**src/pkg/phy_regs_pkg.sv**
```systemverilog
// Constants, types and register map of the vendor management register bank.
// Assumes a single 25 MHz clock and an asynchronous active-high reset.
package phy_regs_pkg;
    // Register offsets on the serial management interface
    localparam logic [4:0] OFS_SPECIAL_MODES = 5'h12;
    localparam logic [4:0] OFS_SYM_ERR = 5'h1a;
    localparam logic [4:0] OFS_SPECIAL_CTRL = 5'h1b;
    localparam logic [4:0] OFS_TESTABILITY = 5'h1c;
    localparam logic [4:0] OFS_INT_FLAGS = 5'h1d;
    localparam logic [4:0] OFS_INT_MASK = 5'h1e;

    // Field positions
    localparam int BIT_IFACE = 14;
    localparam int MODE_LSB = 5;
    localparam int MODE_W = 3;
    localparam int ADDR_LSB = 0;
    localparam int ADDR_W = 5;
    localparam int BIT_XOVER_OFF = 15;
    localparam int BIT_SWAP = 13;
    localparam int BIT_SQE_OFF = 11;
    localparam int BIT_POL = 4;
    localparam int FLAG_LSB = 1;
    localparam int FLAG_N = 7;

    // Reset values
    localparam logic [15:0] SYM_ERR_RST = 16'h0000;
    localparam logic CTRL_BIT_RST = 1'b0;
    localparam logic [FLAG_N-1:0] MASK_RST = 7'h00;
    localparam logic [FLAG_N-1:0] FLAGS_RST = 7'h40;
    localparam logic [FLAG_N-1:0] COND_PREV_RST = 7'h40;
    localparam logic [2:0] MODE_RST = 3'h7;
    localparam logic [4:0] ADDR_RST = 5'h1f;

    // Serial frame constants
    localparam logic [5:0] PREAMBLE_BITS = 6'h20;
    localparam logic [4:0] HDR_LAST = 5'h0c;
    localparam logic [4:0] DATA_LAST = 5'h0f;
    localparam logic [1:0] OP_READ = 2'h2;
    localparam logic [1:0] OP_WRITE = 2'h1;
    localparam logic [1:0] STRAP_TAKE = 2'h2;
    localparam logic [1:0] STRAP_DONE = 2'h3;

    // Serial frame states, Gray coded along idle-header-turn-data
    typedef enum logic [1:0] {
        ST_IDLE = 2'b00,
        ST_HDR = 2'b01,
        ST_TURN = 2'b11,
        ST_DATA = 2'b10
    } smi_state_type;

    // Link status levels feeding the interrupt source flags
    typedef struct packed {
        logic line_energy_seen;
        logic negotiation_done;
        logic remote_fault;
        logic link_up;
        logic partner_ack;
        logic parallel_detect_fault;
        logic page_received;
    } link_status_type;

    // Levels strapped on pins at reset
    typedef struct packed {
        logic interface_strap_pin;
        logic [2:0] mode;
        logic [4:0] address;
    } strap_type;
endpackage
```
**src/design/phy_vendor_special_registers.sv**
```systemverilog
// Vendor management register bank: serial management slave, configuration,
// symbol error counter, crossover control and latched interrupt flags.
// Assumes receiver and negotiation status inputs are on clk; mdc, mdio and
// strap pins are asynchronous and are synchronised here.
`timescale 1ns/100ps

// Notes on behaviour
// - bit 14 shows MII (0) or RMII (1)
// - interface bit resets from strap pin level
// - bits 7:5 hold read/write operating mode
// - bits 4:0 station address, matches accesses, seeds scrambler
// - counter counts invalid 100TX symbols, idle too
// - reset clears counter; reads leave it
// - bit 15 set disables automatic crossover
// - manual select 1 swaps transmit and receive pairs
// - bit 11 set disables heartbeat test, resets 0
// - bit 4 reports 10Base-T polarity reversed
// - seven interrupt source flags latch high
// - only unmasked flags drive the interrupt output
// - line energy flag reads 1 after reset
module phy_vendor_special_registers (
    input wire logic clk, // 25 MHz clock
    input wire logic rst, // Asynchronous reset, active high
    input wire logic mdc, // Management clock pin
    input wire logic mdio_in, // Management data pin level
    output logic mdio_out, // Management data driven value
    output logic mdio_oe, // High while driving management data
    input wire phy_regs_pkg::strap_type straps, // Strap pin levels
    input wire phy_regs_pkg::link_status_type link_status, // Status levels
    input wire logic sym_err, // Invalid code symbol pulse
    input wire logic rx_in_packet, // High while a packet is received
    input wire logic speed_10, // High in 10Base-T mode
    input wire logic polarity_reversed, // 10Base-T receive polarity
    input wire logic auto_swap, // Pair choice of the crossover detector
    output logic interface_type_select, // 0 MII, 1 RMII
    output logic [2:0] op_mode, // Operating mode
    output logic [4:0] station_address, // Station address, scrambler seed
    output logic heartbeat_test_off, // Heartbeat test disabled
    output logic pairs_swapped, // Transmit on RX pair, receive on TX
    output logic irq_n // Interrupt output, active low
);
    import phy_regs_pkg::*;

    logic [2:0] mdc_sync;
    logic [1:0] mdio_sync, strap_cnt_q, strap_cnt_d;
    strap_type strap_s1, strap_s2;
    logic mdc_rise, bit_in, wr_en, rd_take, rd_clr, irq_n_q, irq_n_d;
    smi_state_type st_q, st_d;
    logic [4:0] cnt_q, cnt_d, reg_q, reg_d, addr_q, addr_d;
    logic [5:0] ones_q, ones_d;
    logic [11:0] hdr_q, hdr_d;
    logic [12:0] hdr_full;
    logic [15:0] sh_q, sh_d, rd_data, wr_data, cnt_err_q, cnt_err_d;
    logic is_read_q, is_read_d, out_q, out_d, oe_q, oe_d, counted_q, counted_d;
    logic iface_q, iface_d, xover_off_q, xover_off_d, swap_q, swap_d;
    logic sqe_off_q, sqe_off_d, swapped_q, swapped_d;
    logic [2:0] mode_q, mode_d;
    logic [FLAG_N-1:0] mask_q, mask_d, cond, cond_prev_q, flags_q, flags_d;

    // Pin synchronisers, edge history on the second stage only
    always_ff @(posedge clk or posedge rst) begin
        if (rst) begin
            mdc_sync <= 3'h0;
            mdio_sync <= 2'h3;
            strap_s1 <= '0;
            strap_s2 <= '0;
        end else begin
            mdc_sync <= {mdc_sync[1:0], mdc};
            mdio_sync <= {mdio_sync[0], mdio_in};
            strap_s1 <= straps;
            strap_s2 <= strap_s1;
        end
    end

    assign mdc_rise = mdc_sync[1] & ~mdc_sync[2];
    assign bit_in = mdio_sync[1];
    assign hdr_full = {hdr_q, bit_in};
    assign wr_data = {sh_q[14:0], bit_in};

    // Read data multiplexer; unmapped and testability read as zero
    always_comb begin
        rd_data = 16'h0000;
        case (reg_q)
            OFS_SPECIAL_MODES: begin
                rd_data[BIT_IFACE] = iface_q;
                rd_data[MODE_LSB +: MODE_W] = mode_q;
                rd_data[ADDR_LSB +: ADDR_W] = addr_q;
            end
            OFS_SYM_ERR: rd_data = cnt_err_q;
            OFS_SPECIAL_CTRL: begin
                rd_data[BIT_XOVER_OFF] = xover_off_q;
                rd_data[BIT_SWAP] = swap_q;
                rd_data[BIT_SQE_OFF] = sqe_off_q;
                rd_data[BIT_POL] = polarity_reversed;
            end
            OFS_INT_FLAGS: rd_data[FLAG_LSB +: FLAG_N] = flags_q;
            OFS_INT_MASK: rd_data[FLAG_LSB +: FLAG_N] = mask_q;
            default: rd_data = 16'h0000;
        endcase
    end

    // Serial frame engine, advanced on each rising management clock
    always_comb begin
        st_d = st_q;
        {cnt_d, ones_d, hdr_d, reg_d, sh_d, is_read_d, out_d, oe_d} =
            {cnt_q, ones_q, hdr_q, reg_q, sh_q, is_read_q, out_q, oe_q};
        wr_en = 1'b0;
        rd_take = 1'b0;
        if (mdc_rise) begin
            case (st_q)
                ST_IDLE: begin
                    if (bit_in) begin
                        if (ones_q != PREAMBLE_BITS) begin
                            ones_d = ones_q + 6'h01;
                        end
                    end else begin
                        ones_d = 6'h00;
                        if (ones_q == PREAMBLE_BITS) begin
                            st_d = ST_HDR;
                            cnt_d = 5'h00;
                        end
                    end
                end
                ST_HDR: begin
                    hdr_d = hdr_full[11:0];
                    cnt_d = cnt_q + 5'h01;
                    if (cnt_q == HDR_LAST) begin
                        cnt_d = 5'h00;
                        st_d = ST_IDLE;
                        reg_d = hdr_full[4:0];
                        is_read_d = hdr_full[11:10] == OP_READ;
                        if (hdr_full[12] && hdr_full[9:5] == addr_q &&
                            (hdr_full[11:10] == OP_READ || hdr_full[11:10] == OP_WRITE)) begin
                            st_d = ST_TURN;
                        end
                    end
                end
                ST_TURN: begin
                    cnt_d = cnt_q + 5'h01;
                    if (cnt_q == 5'h00) begin
                        if (is_read_q) begin
                            oe_d = 1'b1;
                            out_d = 1'b0;
                        end
                    end else begin
                        st_d = ST_DATA;
                        cnt_d = 5'h00;
                        if (is_read_q) begin
                            rd_take = 1'b1;
                            out_d = rd_data[15];
                            sh_d = {rd_data[14:0], 1'b0};
                        end
                    end
                end
                default: begin
                    cnt_d = cnt_q + 5'h01;
                    if (is_read_q) begin
                        out_d = sh_q[15];
                        sh_d = {sh_q[14:0], 1'b0};
                    end else begin
                        sh_d = wr_data;
                    end
                    if (cnt_q == DATA_LAST) begin
                        st_d = ST_IDLE;
                        cnt_d = 5'h00;
                        oe_d = 1'b0;
                        out_d = 1'b0;
                        wr_en = ~is_read_q;
                    end
                end
            endcase
        end
    end

    always_ff @(posedge clk or posedge rst) begin
        if (rst) begin
            st_q <= ST_IDLE;
            {cnt_q, ones_q, hdr_q, reg_q, sh_q, is_read_q, out_q, oe_q} <= '0;
        end else begin
            st_q <= st_d;
            {cnt_q, ones_q, hdr_q, reg_q, sh_q, is_read_q, out_q, oe_q} <=
                {cnt_d, ones_d, hdr_d, reg_d, sh_d, is_read_d, out_d, oe_d};
        end
    end

    // Configuration registers; straps load interface, mode and address once after reset release
    always_comb begin
        {strap_cnt_d, iface_d, mode_d, addr_d} = {strap_cnt_q, iface_q, mode_q, addr_q};
        {xover_off_d, swap_d, sqe_off_d, mask_d} = {xover_off_q, swap_q, sqe_off_q, mask_q};
        if (strap_cnt_q != STRAP_DONE) begin
            strap_cnt_d = strap_cnt_q + 2'h1;
        end
        if (strap_cnt_q == STRAP_TAKE) begin
            iface_d = strap_s2.interface_strap_pin;
            mode_d = strap_s2.mode;
            addr_d = strap_s2.address;
        end else if (wr_en) begin
            case (reg_q)
                OFS_SPECIAL_MODES: begin
                    iface_d = wr_data[BIT_IFACE];
                    mode_d = wr_data[MODE_LSB +: MODE_W];
                    addr_d = wr_data[ADDR_LSB +: ADDR_W];
                end
                OFS_SPECIAL_CTRL: begin
                    xover_off_d = wr_data[BIT_XOVER_OFF];
                    swap_d = wr_data[BIT_SWAP];
                    sqe_off_d = wr_data[BIT_SQE_OFF];
                end
                OFS_INT_MASK: mask_d = wr_data[FLAG_LSB +: FLAG_N];
                default: mask_d = mask_q; // Testability and read-only ignore writes
            endcase
        end
        swapped_d = xover_off_q ? swap_q : auto_swap;
    end

    always_ff @(posedge clk or posedge rst) begin
        if (rst) begin
            {strap_cnt_q, iface_q, swapped_q} <= '0;
            mode_q <= MODE_RST;
            addr_q <= ADDR_RST;
            {xover_off_q, swap_q} <= {CTRL_BIT_RST, CTRL_BIT_RST};
            sqe_off_q <= CTRL_BIT_RST;
            mask_q <= MASK_RST;
        end else begin
            {strap_cnt_q, iface_q, mode_q, addr_q, xover_off_q} <=
                {strap_cnt_d, iface_d, mode_d, addr_d, xover_off_d};
            {swap_q, sqe_off_q, mask_q, swapped_q} <= {swap_d, sqe_off_d, mask_d, swapped_d};
        end
    end

    // Symbol error counter, one step per packet, idle errors each count
    always_comb begin
        cnt_err_d = cnt_err_q;
        counted_d = rx_in_packet & counted_q;
        if (sym_err && !speed_10) begin
            if (!(rx_in_packet && counted_q)) begin
                cnt_err_d = cnt_err_q + 16'h0001;
            end
            counted_d = rx_in_packet;
        end
    end

    always_ff @(posedge clk or posedge rst) begin
        if (rst) begin
            cnt_err_q <= SYM_ERR_RST;
            counted_q <= 1'b0;
        end else begin
            cnt_err_q <= cnt_err_d;
            counted_q <= counted_d;
        end
    end

    // Interrupt source flags: rising condition sets, register read clears once the condition is low
    assign cond = {link_status.line_energy_seen, link_status.negotiation_done,
                   link_status.remote_fault, ~link_status.link_up,
                   link_status.partner_ack, link_status.parallel_detect_fault,
                   link_status.page_received};
    assign rd_clr = rd_take && reg_q == OFS_INT_FLAGS;

    genvar gi;
    generate
        for (gi = 0; gi < FLAG_N; gi++) begin : g_flag
            assign flags_d[gi] = (cond[gi] & ~cond_prev_q[gi]) |
                                 (flags_q[gi] & ~(rd_clr & ~cond[gi]));
        end
    endgenerate

    assign irq_n_d = ~|(flags_q & mask_q);

    always_ff @(posedge clk or posedge rst) begin
        if (rst) begin
            cond_prev_q <= COND_PREV_RST;
            flags_q <= FLAGS_RST;
            irq_n_q <= 1'b1;
        end else begin
            {cond_prev_q, flags_q, irq_n_q} <= {cond, flags_d, irq_n_d};
        end
    end

    // Outputs straight from flip-flops
    assign {mdio_out, mdio_oe, interface_type_select} = {out_q, oe_q, iface_q};
    assign {op_mode, station_address, heartbeat_test_off} = {mode_q, addr_q, sqe_off_q};
    assign {pairs_swapped, irq_n} = {swapped_q, irq_n_q};
endmodule

```
**config.mk**
```make
export PLATFORM = sky130hd
export DESIGN_NAME = phy_vendor_special_registers
export DESIGN_NICKNAME = d
export VERILOG_FILES = /design/src/pkg/phy_regs_pkg.sv /design/src/design/phy_vendor_special_registers.sv
export SDC_FILE = /design/constraint.sdc
export NUM_CORES = 1
export LEC_CHECK = 0
export ABC_AREA = 1
export BUFFER_PORTS_ARGS = -buffer_cell sky130_fd_sc_hd__buf_2
export CAP_MARGIN = 10
export CORE_UTILIZATION = 60
export CTS_CLUSTER_SIZE = 10
export DETAILED_ROUTE_END_ITERATION = 16
export PLACE_DENSITY_LB_ADDON = 0.05
export SLEW_MARGIN = 5
export SYNTH_ARGS = -nofsm -noshare
export SYNTH_HDL_FRONTEND = slang
export SYNTH_SLANG_ARGS = --single-unit
```
**constraint.sdc**
```tcl
create_clock -name clk -period 5.6 [get_ports clk]
set_input_delay 0.84 -clock clk [delete_from_list [all_inputs] [get_ports clk]]
set_output_delay 0.84 -clock clk [all_outputs]
set_load 0.1 [all_outputs]
```
==> results.yml <==
place:
  hpwl_um: 8880
  pre_cts_slack_ns: 3.20
  dpl-instance-area_sq_mm: 0.00623
  io_buffers: 38
  gp_congestion: 0.877
clocking:
  clkTransAtPathRegs_ns: 0.06
  cts_resized: 0
  htree_levels: 4
  clock_latency_ns: 0.54
  clock-sinks: 126
  cts-root-buf: "clkbuf_8"
  ctsHoldBuffers: 0
  cts_tree: "built"
  clock_path_buffers: 2
  post_cts_buffers: 0
  numCtsBuffers: 17
routing:
  dr_wl_met2_um: 6070
  wl_met1_um: 5910
  post_drt_wl_per_cell_um: 14.8
  top_layer_used: "met4"
  vias: 4666
  wirelength_um: 12900
  postRouteAntennaNets: 0
  drt_iter0_markers: 277
  wl_met3_um: 662
  dr.pass1.iters: 11
  drt-vias-per-instance: 5.34
  drc: 2
yosys:
  netlist_instances: 684
  synth-compound-area-share_pct: 9.67
  syn-mean-instance-area_sq_um: 8.72
  synth.distinct_cells: 40
  ys_seq_area_share_pct: 53.1
  synth_async_sr_flop_share_pct: 100
  synth_top_family_by_area: "simple AND/OR/NAND/NOR gates"
  synthFlopType: "dfrtp_1"
  synth_mux_area_share_pct: 0.524
  synthSimpleGateAreaFrac_pct: 24.2
  synth_nets: 719
  ys_ff_latch: 126
  synth_xor_area_share_pct: 3.08
  yosys.area_share.adder_pct: 2.10
  yosysWarnings: 0
  syn_area_sq_mm: 0.00597
  synth_edf_count: 0
timing:
  relSlewSlack_pct: 44.0
  report.final.slew_viol_count: 0
  fin_crit_sh_pct: 43.6
  worst_slack_ns: 3.16
  worst_slew_pin_slew_ns: 0.840
  fin_skew_ns: 0.00949
  fin_setup_tns_ns: 0
  setup_viol: 0
  max_freq_ghz: 0.410
  finalCriticalPeriod_ns: 2.44
  hold_violations: 0
  rsz0062_at_grt: "no"
layout:
  area_delta_synth_final_pct: 14.6
  final_area_sq_mm: 0.00684
  drive_above_1_share_pct: 17.7
  diodes: 0
  layout_commonest_cell: "nand2_1"
  final_cell_mix: "nand2_1, dfrtp_1, inv_1"
  nets: 762
  final_util_pct: 70.6
global_routing:
  grt_pass1_wl_um: 21200
  grt_pass1_vias: 4401
  grt_max_degree: 69
  gr-total-overflow: 0
  grt_use_total_pct: 27.6
  grt_antenna_before_repair: 0
outcome:
  violations: "design-rule violations"
  outcome: "complete, but fails checks"
critical_path:
  critPathTopFamily: "flip-flops"
  worst_path_max_delay_cell: "dfstp_2"
  startpoint: "station_address[4]$_DFFE_PP1P_"
  critPathBufInv: 1
  worstPathRequired_ns: 4.76
  crit_fanout: 4
  path_class: "register to primary output"
  slowest_delay_ns: 0.61
  end_kind: "primary output"
  cp-start-kind: "register"
  timing.rr.start: "cnt_q[1]$_DFFE_PP0P_"
  path_cells: "buf_2"
  cp.arrival_ns: 1.60
floorplan:
  die_y_um: 102
  start_util_pct: 61.6
  die-area_sq_mm: 0.0103
  coreArea_sq_mm: 0.00968
  chipWidth_um: 102
  ios: 39
  fp-row-count: 36
job:
  cap_viol_max_count: 0
worst_hold_path:
  hold_path_class: "register to register"
  hold_start: "mdc_sync[0]$_DFF_PP0_"
power_and_ir_drop:
  cellPowerDensity_mw_per_mm2: 331
  cellLeakagePower_nw: 3.39
  total_power_mw: 2.26
  ir_drop_mv: 0.257
-- metal layers --
layer  vias up  GRT usage [%]
met5         -              0
met4         0           11.9
met3        28           7.59
met2       138           41.9
met1      2225           37.3
li1       2275              -
-- cell usage after synthesis (2+ instances only) --
cell,instances,area share (%)
nand2_1,179,11
nor2_1,63,4.0
xor2_1,17,2.5
mux2i_1,2,0.34
dfstp_2,13,5.7
ha_1,10,2.1
nor2_2,5,0.52
nand4_1,13,1.4
o22ai_1,2,0.21
dfrtp_1,113,47
inv_1,80,5.0
a21oi_1,34,2.9
nand3_2,2,0.34
o211ai_1,5,0.63
a21oi_2,3,0.44
inv_2,5,0.31
nor3_2,2,0.34
buf_4,3,0.38
o21ai_0,40,3.4
nand2_2,6,0.63
nand3_1,35,2.9
nand2_4,2,0.38
o21ai_2,11,1.6
nor2_4,3,0.57
buf_6,3,0.57
clkbuf_1,4,0.25
xnor2_1,4,0.59
buf_2,4,0.34
nor3_1,9,0.75
nor2_8,2,0.67
-- state kept, by name (all words and copies together), names as in the netlist, 5 cells and up --
name             count
mask_q               7
cond_prev_q          7
ones_q               6
cnt_q                5
hdr_q               12
strap_s1             9
station_address      5
cnt_err_q           16
flags_q              7
sh_q                16
strap_s2             9
reg_q                5
-- cell type report --
cell class | instances | area, sq um
inverter | 86 | 330
multi-input combinational | 457 | 2360
clock buffer | 18 | 428
fill | 774 | 2850
clock inverter | 14 | 183
tap | 133 | 166
timing repair buffer | 39 | 198
sequential | 126 | 3170
-- power by group --
| part | switching (mW) | internal [mW] | leakage [nW] | total, mW |
|---|---|---|---|---|
| clock | 0.429 | 0.698 | 0.294 | 1.13 |
| sequential | 0.0452 | 0.955 | 1.57 | 1.00 |
| combinational | 0.0957 | 0.0380 | 1.53 | 0.134 |
| total | 0.570 | 1.69 | 3.39 | 2.26 |
-- metrics by stage --
step                      std cells  hold slack (ns)
after floorplan                 684            0.331
after global placement          841            0.331
after detailed placement        841            0.336
after CTS                       873            0.350
after global routing            873            0.355
final                           873            0.349
-- worst paths after layout --
kind                            slack (ns)  cells after the start                  endpoint
worst max-delay path                  3.16                      1        station_address[4]
worst min-delay path                  0.35                      0     mdc_sync[1]$_DFF_PP0_
worst max register to register        3.59                      9     mask_q[6]$_DFFE_PP0P_
worst min register to register        0.35                      0     mdc_sync[1]$_DFF_PP0_
max in group asynchronous             3.83                      3       sh_q[8]$_DFFE_PP0P_
min in group asynchronous             0.48                      2  cnt_err_q[8]$_DFFE_PP0P_
-- kinds of logic (layout without fill, tap and decap cells) --
group / count (synthesis) / count (layout)
DFF: 126 / 126
AOI/OAI and AO/OA: 99 / 99
adders and majority gates: 10 / 10
and+or+nand+nor: 324 / 324
muxes: 3 / 3
xor gates and xnor gates: 21 / 21
buffers and inverters: 101 / 157
Note: power is estimated with default switching activity, not from simulation.
